$ cat src/mcrtc_pkg.sv
package mcrtc_pkg;

   // Register map
   localparam logic [7:0] CSR_ADDR = 8'h2C;
   localparam logic [7:0] BEEP_ADDR = 8'h2D;
   localparam logic [7:0] RD_IDLE = 8'h00;

   // Field positions
   localparam int MCO_POS = 7;
   localparam int CP_LSB = 5;
   localparam int SMS_POS = 4;
   localparam int TB_LSB = 2;
   localparam int OIE_POS = 1;
   localparam int OIF_POS = 0;
   localparam int TONE_LSB = 0;

   // Reset values
   localparam logic [7:0] CSR_RESET = 8'h00;
   localparam logic [7:0] BEEP_RESET = 8'h00;

   // Time-base periods in oscillator cycles
   localparam int TB_PERIOD_00 = 16000;
   localparam int TB_PERIOD_01 = 32000;
   localparam int TB_PERIOD_10 = 80000;
   localparam int TB_PERIOD_11 = 200000;
   localparam int TB_CNT_W = 18;

   // Tone half periods derived from the reference oscillator
   localparam int OSC_REF_HZ = 8000000;
   localparam int TONE_HZ_01 = 2000;
   localparam int TONE_HZ_10 = 1000;
   localparam int TONE_HZ_11 = 500;
   localparam int TONE_HALF_01 = OSC_REF_HZ / (2 * TONE_HZ_01);
   localparam int TONE_HALF_10 = OSC_REF_HZ / (2 * TONE_HZ_10);
   localparam int TONE_HALF_11 = OSC_REF_HZ / (2 * TONE_HZ_11);
   localparam int TONE_CNT_W = 13;

   // Slow-mode divider terminal counts (ratio minus one)
   localparam logic [3:0] DIV_TERM_00 = 4'h1;
   localparam logic [3:0] DIV_TERM_01 = 4'h3;
   localparam logic [3:0] DIV_TERM_10 = 4'h7;
   localparam logic [3:0] DIV_TERM_11 = 4'hF;

   // Power modes of the core as seen by this block
   typedef enum logic [1:0] {
      MODE_RUN = 2'b00,
      MODE_WAIT = 2'b01,
      MODE_AHALT = 2'b10,
      MODE_HALT = 2'b11
   } mcrtc_mode_e;

endpackage

$ cat src/mcrtc_timebase.sv
`timescale 1ns/1ns
module mcrtc_timebase
   import mcrtc_pkg::*;
#(
   parameter int PERIOD_00 = TB_PERIOD_00,
   parameter int PERIOD_01 = TB_PERIOD_01,
   parameter int PERIOD_10 = TB_PERIOD_10,
   parameter int PERIOD_11 = TB_PERIOD_11
)(
   // Clock and reset
   input wire logic clk,
   input wire logic rst_b,
   // Control
   input wire logic clk_en,
   input wire logic run,
   input wire logic [1:0] period_select,
   // Period elapsed, combinational
   output logic wrap
);

   logic [TB_CNT_W-1:0] count_reg;
   logic [1:0] active_sel_reg;
   logic hit;

   function automatic logic [TB_CNT_W-1:0] last_count(input logic [1:0] sel);
      case (sel)
         2'b00: last_count = TB_CNT_W'(PERIOD_00 - 1);
         2'b01: last_count = TB_CNT_W'(PERIOD_01 - 1);
         2'b10: last_count = TB_CNT_W'(PERIOD_10 - 1);
         default: last_count = TB_CNT_W'(PERIOD_11 - 1);
      endcase
   endfunction

   ////////////////////////////////////////////////////////////////////////////
   // Terminal compare against the period latched at the last wrap
   assign hit = (count_reg == last_count(active_sel_reg));
   assign wrap = run & hit;

   // Counter; the selection is only sampled on wrap so no period is cut short
   always_ff @(posedge clk or negedge rst_b) begin
      if (!rst_b) begin
         count_reg <= '0;
         active_sel_reg <= CSR_RESET[TB_LSB +: 2];
      end else if (clk_en && run) begin
         if (hit) begin
            count_reg <= '0;
            active_sel_reg <= period_select;
         end else begin
            count_reg <= count_reg + 1'b1;
         end
      end
   end
endmodule // mcrtc_timebase

$ cat src/mcrtc_tone.sv
`timescale 1ns/1ns
module mcrtc_tone
   import mcrtc_pkg::*;
#(
   parameter int HALF_01 = TONE_HALF_01,
   parameter int HALF_10 = TONE_HALF_10,
   parameter int HALF_11 = TONE_HALF_11
)(
   // Clock and reset
   input wire logic clk,
   input wire logic rst_b,
   // Control
   input wire logic clk_en,
   input wire logic run,
   input wire logic [1:0] tone_select,
   // Pin
   output logic tone_o,
   output logic tone_oe
);

   logic [TONE_CNT_W-1:0] cnt_reg;
   logic [1:0] sel_prev_reg;
   logic tone_reg;
   logic oe_reg;
   logic [TONE_CNT_W-1:0] half_last;
   logic tone_on;
   logic restart;

   ////////////////////////////////////////////////////////////////////////////
   // Half-period select; code zero switches the tone off
   assign half_last = (tone_select == 2'b01) ? TONE_CNT_W'(HALF_01 - 1) :
                      (tone_select == 2'b10) ? TONE_CNT_W'(HALF_10 - 1) :
                      TONE_CNT_W'(HALF_11 - 1);
   assign tone_on = (tone_select != 2'b00);
   assign restart = (tone_select != sel_prev_reg); // Clean start on a new pitch
   assign tone_o = tone_reg;
   assign tone_oe = oe_reg;

   // Square wave, about half duty; frozen only in full halt
   always_ff @(posedge clk or negedge rst_b) begin
      if (!rst_b) begin
         cnt_reg <= '0;
         sel_prev_reg <= BEEP_RESET[TONE_LSB +: 2];
         tone_reg <= 1'b0;
         oe_reg <= 1'b0;
      end else if (clk_en && run) begin
         sel_prev_reg <= tone_select;
         oe_reg <= tone_on;
         if (!tone_on || restart) begin
            cnt_reg <= '0;
            tone_reg <= 1'b0;
         end else if (cnt_reg == half_last) begin
            cnt_reg <= '0;
            tone_reg <= ~tone_reg;
         end else begin
            cnt_reg <= cnt_reg + 1'b1;
         end
      end
   end
endmodule // mcrtc_tone

$ cat src/mcrtc_top.sv
// Strobed register access was left to the implementer.
`timescale 1ns/1ns
module mcrtc_top
   import mcrtc_pkg::*;
#(
   parameter int TB_P00 = TB_PERIOD_00,
   parameter int TB_P01 = TB_PERIOD_01,
   parameter int TB_P10 = TB_PERIOD_10,
   parameter int TB_P11 = TB_PERIOD_11,
   parameter int TONE_H01 = TONE_HALF_01,
   parameter int TONE_H10 = TONE_HALF_10,
   parameter int TONE_H11 = TONE_HALF_11
)(
   // Clock, reset, enable
   input wire logic clk,
   input wire logic rst_b,
   input wire logic clk_en,
   // Register port
   input wire logic [7:0] addr,
   input wire logic [7:0] wr_data,
   input wire logic wr_en,
   input wire logic rd_en,
   output logic [7:0] rd_data,
   // Core handshake
   input wire logic wait_exec,
   input wire logic halt_exec,
   input wire logic int_mask,
   input wire logic ext_wake,
   output logic timebase_irq,
   output logic cpu_tick,
   output logic [1:0] power_mode,
   // Pins
   output logic clock_out_pin_o,
   output logic clock_out_pin_oe,
   output logic tone_pin_o,
   output logic tone_pin_oe
);

   ////////////////////////////////////////////////////////////////////////////
   // Declarations

   logic rst_b_meta_reg;
   logic rst_b_sync_reg;

   logic [7:1] csr_ctrl_reg;
   logic timebase_elapsed_flag_reg;
   logic [1:0] beep_reg;
   logic [7:0] rd_data_reg;

   mcrtc_mode_e mode_reg;
   mcrtc_mode_e mode_next;

   logic [3:0] div_cnt_reg;
   logic cpu_tick_reg;
   logic clk_out_reg;
   logic clk_out_oe_reg;
   logic timebase_irq_reg;

   logic cpu_clock_output_enable;
   logic [1:0] slow_divider_select;
   logic slow_speed_select;
   logic [1:0] period_select;
   logic timebase_irq_enable;
   logic [1:0] tone_select;

   logic csr_hit;
   logic beep_hit;
   logic halted;
   logic cpu_run;
   logic wr_ok;
   logic csr_wr;
   logic beep_wr;
   logic csr_rd;
   logic tb_wrap;
   logic tb_run;
   logic flag_next;
   logic irq_req;
   logic [3:0] div_term;
   logic div_last;
   logic [7:0] csr_view;
   logic [7:0] beep_view;
   logic [7:0] rd_mux;

   ////////////////////////////////////////////////////////////////////////////
   // Reset release; assertion is immediate, release waits two edges

   always_ff @(posedge clk or negedge rst_b) begin
      if (!rst_b) begin
         rst_b_meta_reg <= 1'b0;
         rst_b_sync_reg <= 1'b0;
      end else begin
         rst_b_meta_reg <= 1'b1;
         rst_b_sync_reg <= rst_b_meta_reg;
      end
   end

   ////////////////////////////////////////////////////////////////////////////
   // Field views of the control register

   assign cpu_clock_output_enable = csr_ctrl_reg[MCO_POS];
   assign slow_divider_select = csr_ctrl_reg[CP_LSB +: 2];
   assign slow_speed_select = csr_ctrl_reg[SMS_POS];
   assign period_select = csr_ctrl_reg[TB_LSB +: 2];
   assign timebase_irq_enable = csr_ctrl_reg[OIE_POS];
   assign tone_select = beep_reg;

   ////////////////////////////////////////////////////////////////////////////
   // Address decode and access qualifiers

   assign csr_hit = (addr == CSR_ADDR);
   assign beep_hit = (addr == BEEP_ADDR);
   // The core cannot write while its clock is stopped, so writes are ignored
   assign halted = (mode_reg == MODE_AHALT) || (mode_reg == MODE_HALT);
   assign cpu_run = !halted;
   assign wr_ok = clk_en && wr_en && !halted;
   assign csr_wr = wr_ok && csr_hit;
   assign beep_wr = wr_ok && beep_hit;
   // A read of the status register is what clears the flag; bit ops must avoid it
   assign csr_rd = clk_en && rd_en && csr_hit;

   ////////////////////////////////////////////////////////////////////////////
   // Read data; unmapped addresses and reserved bits read zero

   assign csr_view = {csr_ctrl_reg, timebase_elapsed_flag_reg};
   assign beep_view = {6'h00, beep_reg};
   always_comb begin
      if (csr_hit) begin
         rd_mux = csr_view;
      end else if (beep_hit) begin
         rd_mux = beep_view;
      end else begin
         rd_mux = RD_IDLE;
      end
   end

   // Data stand only in the cycle after the strobe
   always_ff @(posedge clk or negedge rst_b_sync_reg) begin
      if (!rst_b_sync_reg) begin
         rd_data_reg <= RD_IDLE;
      end else if (clk_en) begin
         rd_data_reg <= rd_en ? rd_mux : RD_IDLE;
      end
   end

   ////////////////////////////////////////////////////////////////////////////
   // Control registers; reserved tone bits are dropped on write

   always_ff @(posedge clk or negedge rst_b_sync_reg) begin
      if (!rst_b_sync_reg) begin
         csr_ctrl_reg <= CSR_RESET[7:1];
         beep_reg <= BEEP_RESET[TONE_LSB +: 2];
      end else begin
         if (csr_wr) begin
            csr_ctrl_reg <= wr_data[7:1];
         end
         if (beep_wr) begin
            beep_reg <= wr_data[TONE_LSB +: 2];
         end
      end
   end

   ////////////////////////////////////////////////////////////////////////////
   // Elapsed flag; a wrap in the reading cycle survives the clear

   assign flag_next = tb_wrap || (timebase_elapsed_flag_reg && !csr_rd);
   always_ff @(posedge clk or negedge rst_b_sync_reg) begin
      if (!rst_b_sync_reg) begin
         timebase_elapsed_flag_reg <= CSR_RESET[OIF_POS];
      end else if (clk_en) begin
         timebase_elapsed_flag_reg <= flag_next;
      end
   end

   ////////////////////////////////////////////////////////////////////////////
   // Interrupt request to the core, also the wake source

   assign irq_req = timebase_elapsed_flag_reg && timebase_irq_enable && !int_mask;
   always_ff @(posedge clk or negedge rst_b_sync_reg) begin
      if (!rst_b_sync_reg) begin
         timebase_irq_reg <= 1'b0;
      end else if (clk_en) begin
         timebase_irq_reg <= irq_req;
      end
   end

   ////////////////////////////////////////////////////////////////////////////
   // Power mode tracking

   always_comb begin
      mode_next = mode_reg;
      case (mode_reg)
         MODE_RUN: begin
            if (halt_exec) begin
               mode_next = timebase_irq_enable ? MODE_AHALT : MODE_HALT;
            end else if (wait_exec) begin
               mode_next = MODE_WAIT;
            end
         end
         MODE_WAIT, MODE_AHALT: begin
            if (irq_req || ext_wake) begin
               mode_next = MODE_RUN;
            end
         end
         MODE_HALT: begin
            // Only an external wake; the time-base is stopped anyway
            if (ext_wake) begin
               mode_next = MODE_RUN;
            end
         end
         default: begin
            mode_next = MODE_RUN;
         end
      endcase
   end

   always_ff @(posedge clk or negedge rst_b_sync_reg) begin
      if (!rst_b_sync_reg) begin
         mode_reg <= MODE_RUN;
      end else if (clk_en) begin
         mode_reg <= mode_next;
      end
   end

   ////////////////////////////////////////////////////////////////////////////
   // CPU clock as a tick; divide by one costs no counter

   assign div_term = (slow_divider_select == 2'b00) ? DIV_TERM_00 :
                     (slow_divider_select == 2'b01) ? DIV_TERM_01 :
                     (slow_divider_select == 2'b10) ? DIV_TERM_10 : DIV_TERM_11;
   assign div_last = !slow_speed_select || (div_cnt_reg == div_term);

   always_ff @(posedge clk or negedge rst_b_sync_reg) begin
      if (!rst_b_sync_reg) begin
         div_cnt_reg <= 4'h0;
         cpu_tick_reg <= 1'b0;
      end else if (clk_en) begin
         div_cnt_reg <= (!cpu_run || div_last) ? 4'h0 : div_cnt_reg + 4'h1;
         cpu_tick_reg <= cpu_run && div_last;
      end
   end

   ////////////////////////////////////////////////////////////////////////////
   // Clock-out pin; toggles per tick, so it shows half the tick rate

   always_ff @(posedge clk or negedge rst_b_sync_reg) begin
      if (!rst_b_sync_reg) begin
         clk_out_reg <= 1'b0;
         clk_out_oe_reg <= 1'b0;
      end else if (clk_en) begin
         clk_out_oe_reg <= cpu_clock_output_enable && cpu_run;
         if (!cpu_clock_output_enable || !cpu_run) begin
            clk_out_reg <= 1'b0;
         end else if (cpu_tick_reg) begin
            clk_out_reg <= ~clk_out_reg;
         end
      end
   end

   ////////////////////////////////////////////////////////////////////////////
   // Time-base and tone, both stopped only in full halt

   assign tb_run = (mode_reg != MODE_HALT);

   mcrtc_timebase #(
      .PERIOD_00(TB_P00),
      .PERIOD_01(TB_P01),
      .PERIOD_10(TB_P10),
      .PERIOD_11(TB_P11)
   ) u_timebase (
      .clk(clk),
      .rst_b(rst_b_sync_reg),
      .clk_en(clk_en),
      .run(tb_run),
      .period_select(period_select),
      .wrap(tb_wrap)
   );

   mcrtc_tone #(
      .HALF_01(TONE_H01),
      .HALF_10(TONE_H10),
      .HALF_11(TONE_H11)
   ) u_tone (
      .clk(clk),
      .rst_b(rst_b_sync_reg),
      .clk_en(clk_en),
      .run(tb_run),
      .tone_select(tone_select),
      .tone_o(tone_pin_o),
      .tone_oe(tone_pin_oe)
   );

   ////////////////////////////////////////////////////////////////////////////
   // Outputs

   assign rd_data = rd_data_reg;
   assign timebase_irq = timebase_irq_reg;
   assign cpu_tick = cpu_tick_reg;
   assign power_mode = mode_reg;
   assign clock_out_pin_o = clk_out_reg;
   assign clock_out_pin_oe = clk_out_oe_reg;
endmodule // mcrtc_top

$ cat config.mk
export PLATFORM = sky130hd
export DESIGN_NAME = mcrtc_top
export DESIGN_NICKNAME = d
export VERILOG_FILES = /design/src/mcrtc_pkg.sv /design/src/mcrtc_timebase.sv /design/src/mcrtc_tone.sv /design/src/mcrtc_top.sv
export SDC_FILE = /design/constraint.sdc
export NUM_CORES = 1
export LEC_CHECK = 0
export ABC_AREA = 1
export BUFFER_PORTS_ARGS = -buffer_cell sky130_fd_sc_hd__buf_2
export CORE_MARGIN = 1
export CORE_UTILIZATION = 53
export CTS_CLUSTER_DIAMETER = 60
export CTS_CLUSTER_SIZE = 40
export DETAILED_ROUTE_END_ITERATION = 8
export PLACE_DENSITY = 0.86
export SLEW_MARGIN = 10
export SYNTH_ARGS = -nofsm -noshare
export SYNTH_HDL_FRONTEND = slang
export SYNTH_SLANG_ARGS = --single-unit
$ cat constraint.sdc
create_clock -name clk -period 2 [get_ports clk]
set_clock_uncertainty 0.05 [all_clocks]
set_input_delay 0.3 -clock clk [delete_from_list [all_inputs] [get_ports clk]]
set_output_delay 0.3 -clock clk [all_outputs]
set_load 0.02 [all_outputs]
After elaboration in Yosys (flattened, before gate mapping)
Index checks and enable logic that the tools add are counted.
{"block": "classes", "n_addsub": 3, "muxes": 23, "reduce_logical": 36, "n_eq_ne": 19, "bitwise_logic": 3}
{"operator": "18-bit case mux with 3 select lines", "count": 1}
{"operator": "13-bit two-way mux", "count": 4}
{"operator": "18-bit by 1-bit adder with 18-bit output (second input constant)", "count": 1}
{"operator": "18-bit == test", "count": 1}
{"operator": "18-bit two-way mux", "count": 1}
{"operator": "8-bit by 6-bit == test with 1-bit output (second input constant)", "count": 2}
{"operator": "4-bit two-way mux", "count": 4}
{"operator": "8-bit two-way mux", "count": 2}
{"operator": "13-bit by 1-bit adder with 13-bit output (second input constant)", "count": 1}
{"operator": "13-bit == test", "count": 1}
{"operator": "1-bit logical AND", "count": 12}
{"operator": "2-bit == test (second input constant)", "count": 5}
{"operator": "2-bit two-way mux", "count": 5}
{"operator": "2-bit by 1-bit == test with 1-bit output (second input constant)", "count": 4}
{"operator": "1-bit logical OR", "count": 7}
{"operator": "1-bit logical NOT", "count": 6}
{"operator": "2-bit logical NOT", "count": 3}
{"operator": "2-bit inequality test (second input constant)", "count": 3}
{"operator": "2-bit case mux with 3 select lines", "count": 1}
{"operator": "2-bit AND reduction", "count": 3}
{"operator": "2-bit nonzero test", "count": 3}
{"operator": "1-bit two-way mux", "count": 5}
{"operator": "4-bit by 1-bit adder with 4-bit output (second input constant)", "count": 1}
{"operator": "4-bit == test", "count": 1}
{"operator": "other kinds (6)", "count": 7}
{"block": "totals", "register_bits": 67, "in_bits": 25, "output_inout_bits": 16}

Logic depth before layout (Yosys ltp)
{"block": "logic_depth", "depth_word": 8, "depth_mapped": 12, "ltp_nobuf": 11}

Hierarchy
A second synthesis with hierarchy kept.
{"block": "unflattened", "cells_unflattened": 528, "hier_area_um2": 3956.3}
{"module": "mcrtc_timebase", "cells_per_inst": 212, "area_each_um2": 1472.7, "instances": 1}
{"module": "mcrtc_top", "cells_per_inst": 174, "area_each_um2": 1457.6, "instances": 1}
{"module": "mcrtc_tone", "cells_per_inst": 142, "area_each_um2": 1026.0, "instances": 1}

Worst setup path after synthesis
OpenSTA, ideal clock, no wires.
{"block": "synth_path", "path_type": "register -> register", "from": "register mode_reg[0] (netlist: power_mode[0])", "to": "register u_timebase.count_reg[3]", "t_required_ps": 1824, "arrival_time_ps": 1544, "setup_time_ps": 126, "stages_incl_launch_ff": 11, "slack_ps": 280, "cell_sequence": "dfrtp_1 -> ha_1 -> inv_1 -> nand2_2 -> nor2_1 -> nand2_1 -> nor2_1 -> nand2_1 -> nor2_2 -> buf_6 -> nor3_1"}
{"block": "synth_between", "elab_chain_len": 2}
{"item": "from (decl)", "line": "mcrtc_top.sv:50", "source": "mcrtc_mode_e mode_reg;"}
{"item": "from (signal assigned)", "line": "mcrtc_top.sv:220", "source": "mode_reg <= mode_next;"}
{"item": "2-bit inequality test", "line": "mcrtc_top.sv:262", "source": "assign tb_run = (mode_reg != MODE_HALT);"}
{"item": "1-bit logical AND", "line": "mcrtc_timebase.sv:44", "source": "end else if (clk_en && run) begin"}
{"item": "to (signal assigned)", "line": "mcrtc_timebase.sv:49", "source": "count_reg <= count_reg + 1'b1;"}
{"item": "to (decl)", "line": "mcrtc_timebase.sv:21", "source": "logic [TB_CNT_W-1:0] count_reg;"}
Every way passes these cells.
A chain may end at the register's enable or synchronous reset.

Final worst setup path
{"block": "layout_path", "from": "register mode_reg[0] (netlist: power_mode[0])", "to": "register u_tone.cnt_reg[8]"}
{"block": "layout_between", "elab_chain_len": 2}
{"item": "2-bit inequality test", "line": "mcrtc_top.sv:262"}
{"item": "1-bit logical AND", "line": "mcrtc_tone.sv:46", "source": "end else if (clk_en && run) begin"}
{"item": "to (signal assigned)", "line": "mcrtc_tone.sv:56", "source": "cnt_reg <= cnt_reg + 1'b1;"}
{"item": "to (decl)", "line": "mcrtc_tone.sv:21", "source": "logic [TONE_CNT_W-1:0] cnt_reg;"}
Every way passes these cells.

==> impl_metrics.ini <==
[floorplanning]
die_y_um = 85.2
start_util_pct = 56.2
dieArea_um2 = 7260
rows = 29
io_pins = 41
die_w_um = 85.2
core_um2 = 6530

[synthesis]
synth.distinct_cells = 33
synth_area_um2 = 3670
synth-simple-area-share_pct = 34.2
synth_top_flop_cell = dfrtp_1
yosysWarningCount = 0
synth-adder-area-share_pct = 2.73
synthesis.nets = 524
ys_ff_latch = 67
synth_xor_area_share_pct = 3.82
yosysTopAreaCellShare_pct = 45.7
synth_edf_count = 0
synthMuxAreaShare_pct = 0
synth_area_leaders = dfrtp_1 46%, nand2_1 15%, nor2_1 7.9%
ys_seq_area_share_pct = 45.7
syn_inst = 491
synth_top_family_by_area = simple AND/OR/NAND/NOR gates
synth_top_cell_by_area = dfrtp_1
async_reset_ff_share_pct = 100
synth_compound_area_share_pct = 5.83
syn_avg_cell_area_um2 = 7.47

[global_routing]
use_met1_pct = 31.8
grt_util_met3_pct = 5.45
track_usage_pct = 24.2
grt-ovfl-total = 0
grt_max_degree = 47
antenna_found_initial = 0
grt_pass1_wl_um = 14000
grt_pass1_vias = 3165
use_met2_pct = 40.1
busiest_layer = met2

[sta]
rsz0062_at_grt = no
setup_viol_count_final = 0
max_freq_mhz = 545
tns_ns = 0
hold_violations = 0
min_period_ns = 1.83
layout_worst_path_cycle_share_pct = 91.7
setup_slack_ns = 0.166
slew_viol_final = 0
whs_ns = 0.145

[route]
drt_wl_total_um = 7900
vias_per_cell = 5.29
dr.pass1.iters = 4
drt_iter0_drc = 247
drcViolationCount = 0
vias = 3299
wire_per_inst_um = 12.7
antenna_left = 0

[cts]
clock_sinks = 67
cts.clk_slew.worst_paths_ns = 0.07
htreeDepth = 3
cts_tree = built
cts.root.buffer_cell = clkbuf_8
clock_path_buffers = 2
cts_buffers = 9
clk_latency_ns = 0.34

[power]
power.internal_mw = 2.49
power_density_nw_per_um2 = 898
ir_worst_vdd_mv = 0.596
comb_power_share_pct = 24.6
power_mw = 3.76
leakage_nw = 2.17
p_seq_share_pct = 46.9
p_sw_share_pct = 33.8
power.share.clock_pct = 28.5
p_switching_mw = 1.27

[critical_path]
worstPathMaxFanout = 13
critPathRequiredTime_ns = 2.22
reg2reg_slack_ns = 0.17
r2r_cells = 11
startpoint = power_mode[0]$_DFFE_PN0P_
critPathKind = reg2reg
cp-endpoint = u_tone.cnt_reg[8]$_DFFE_PN0P_
regToRegStartpoint = power_mode[0]$_DFFE_PN0P_
start_kind = flip-flop
arrival_ns = 2.05
crit_path_end_kind = flip-flop
crit-reg2reg-capture = u_tone.cnt_reg[8]$_DFFE_PN0P_

[placed_design]
gp_congestion = 0.896
hpwl_um = 5870
io_buffer_count = 40
dpl_worst_slack_ns = 0.0799

[worst_hold_path]
min_path_type = in2reg
holdPathStages = 3

[job]
drv_cap = 0

[run_status]
status = finished clean

[final_layout]
final_util_pct = 64.2
nets = 575
largest_reg_flops = 18
layout-drive-gt1-share_pct = 14.3
layout_common_cells = 144 x nand2_1, 75 x nor2_1, 66 x dfrtp_1, 54 x inv_1, 40 x buf_2
diodes = 0
area_growth_pct = 14.2
mostFrequentLayoutCell = nand2_1
==> power groups by stage <==
stage / registers [mW] / clock network (mW) / logic [mW]
2_1_floorplan: 1.82 / 0 / 0.587
3_3_place_gp: 1.77 / 0 / 0.873
3_5_place_dp: 1.78 / 0 / 0.901
4_1_cts: 1.76 / 1.10 / 0.910
5_1_grt: 1.79 / 1.15 / 1.06
6_report: 1.76 / 1.07 / 0.926
==> Yosys cell counts (all sizes together) (5+ instances only) <==
library cell	n
nand3	31
dfrtp	67
xnor2	5
xor2	11
nand4	11
nand2	146
ha	8
inv	55
buf	9
a21oi	12
nor2	80
o21ai	25
nor3	15
==> per-stage QoR <==
step	cells	instance area [um^2]
after floorplan	491	3670
after global placement	606	3980
after detailed placement	606	3980
after CTS	623	4170
after global routing	624	4190
final	624	4190
==> routing by layer <==
| layer | part of all wire [%] | up-vias |
|---|---|---|
| met2 | 50 | 67 |
| met4 | 1.1 | 0 |
| met3 | 4.6 | 11 |
| li1 | - | 1652 |
| met1 | 45 | 1569 |
| met5 | 0 | - |
==> logic make-up after synthesis <==
family	count (synthesis)
AND/OR/NAND/NOR	293
flip-flops	67
buffers and inverters	65
AO/OA/AOI/OAI	41
XOR/XNOR	16
adder cells (fa/ha/maj)	8
other	1
==> worst max-delay path, cell delays in order, from the launching register on <==
cell	delay [ns]
dfrtp_1	0.42
ha_1	0.25
inv_1	0.10
nand2_4	0.12
buf_4	0.19
nor2_2	0.13
nand2_1	0.11
inv_1	0.10
nand2_1	0.05
nand2_1	0.05
o21ai_0	0.07
nor2_1	0.12
==> layout make-up <==
cell class	count	area [um^2]
Sequential cell	67	1680
Multi-Input combinational cell	359	1720
Clock inverter	5	53.8
Inverter	55	206
Fill cell	563	2340
Timing Repair Buffer	50	303
Tap cell	77	96.3
Clock buffer	11	131
==> how the worst min path moves through the flow <==
stage	from	to	slack [ns]
2_1_floorplan	rst_b	rst_b_meta_reg$_DFF_PN0_	-0.05
6_report	wr_data[4]	csr_ctrl_reg[4]$_DFFE_PN0P_	0.15
3_5_place_dp	rst_b	rst_b_meta_reg$_DFF_PN0_	0.04
5_1_grt	wr_data[4]	csr_ctrl_reg[4]$_DFFE_PN0P_	0.15
3_3_place_gp	rst_b	rst_b_meta_reg$_DFF_PN0_	0.04
4_1_cts	wr_data[4]	csr_ctrl_reg[4]$_DFFE_PN0P_	0.13
==> repair_timing <==
item	in CTS	in global routing
hold endpoints to repair	2	0
setup endpoints to repair	0	29
gates resized for setup	0	3
hold buffers	1	0
setup buffers	0	1
Power figures use the tool's default switching activity.
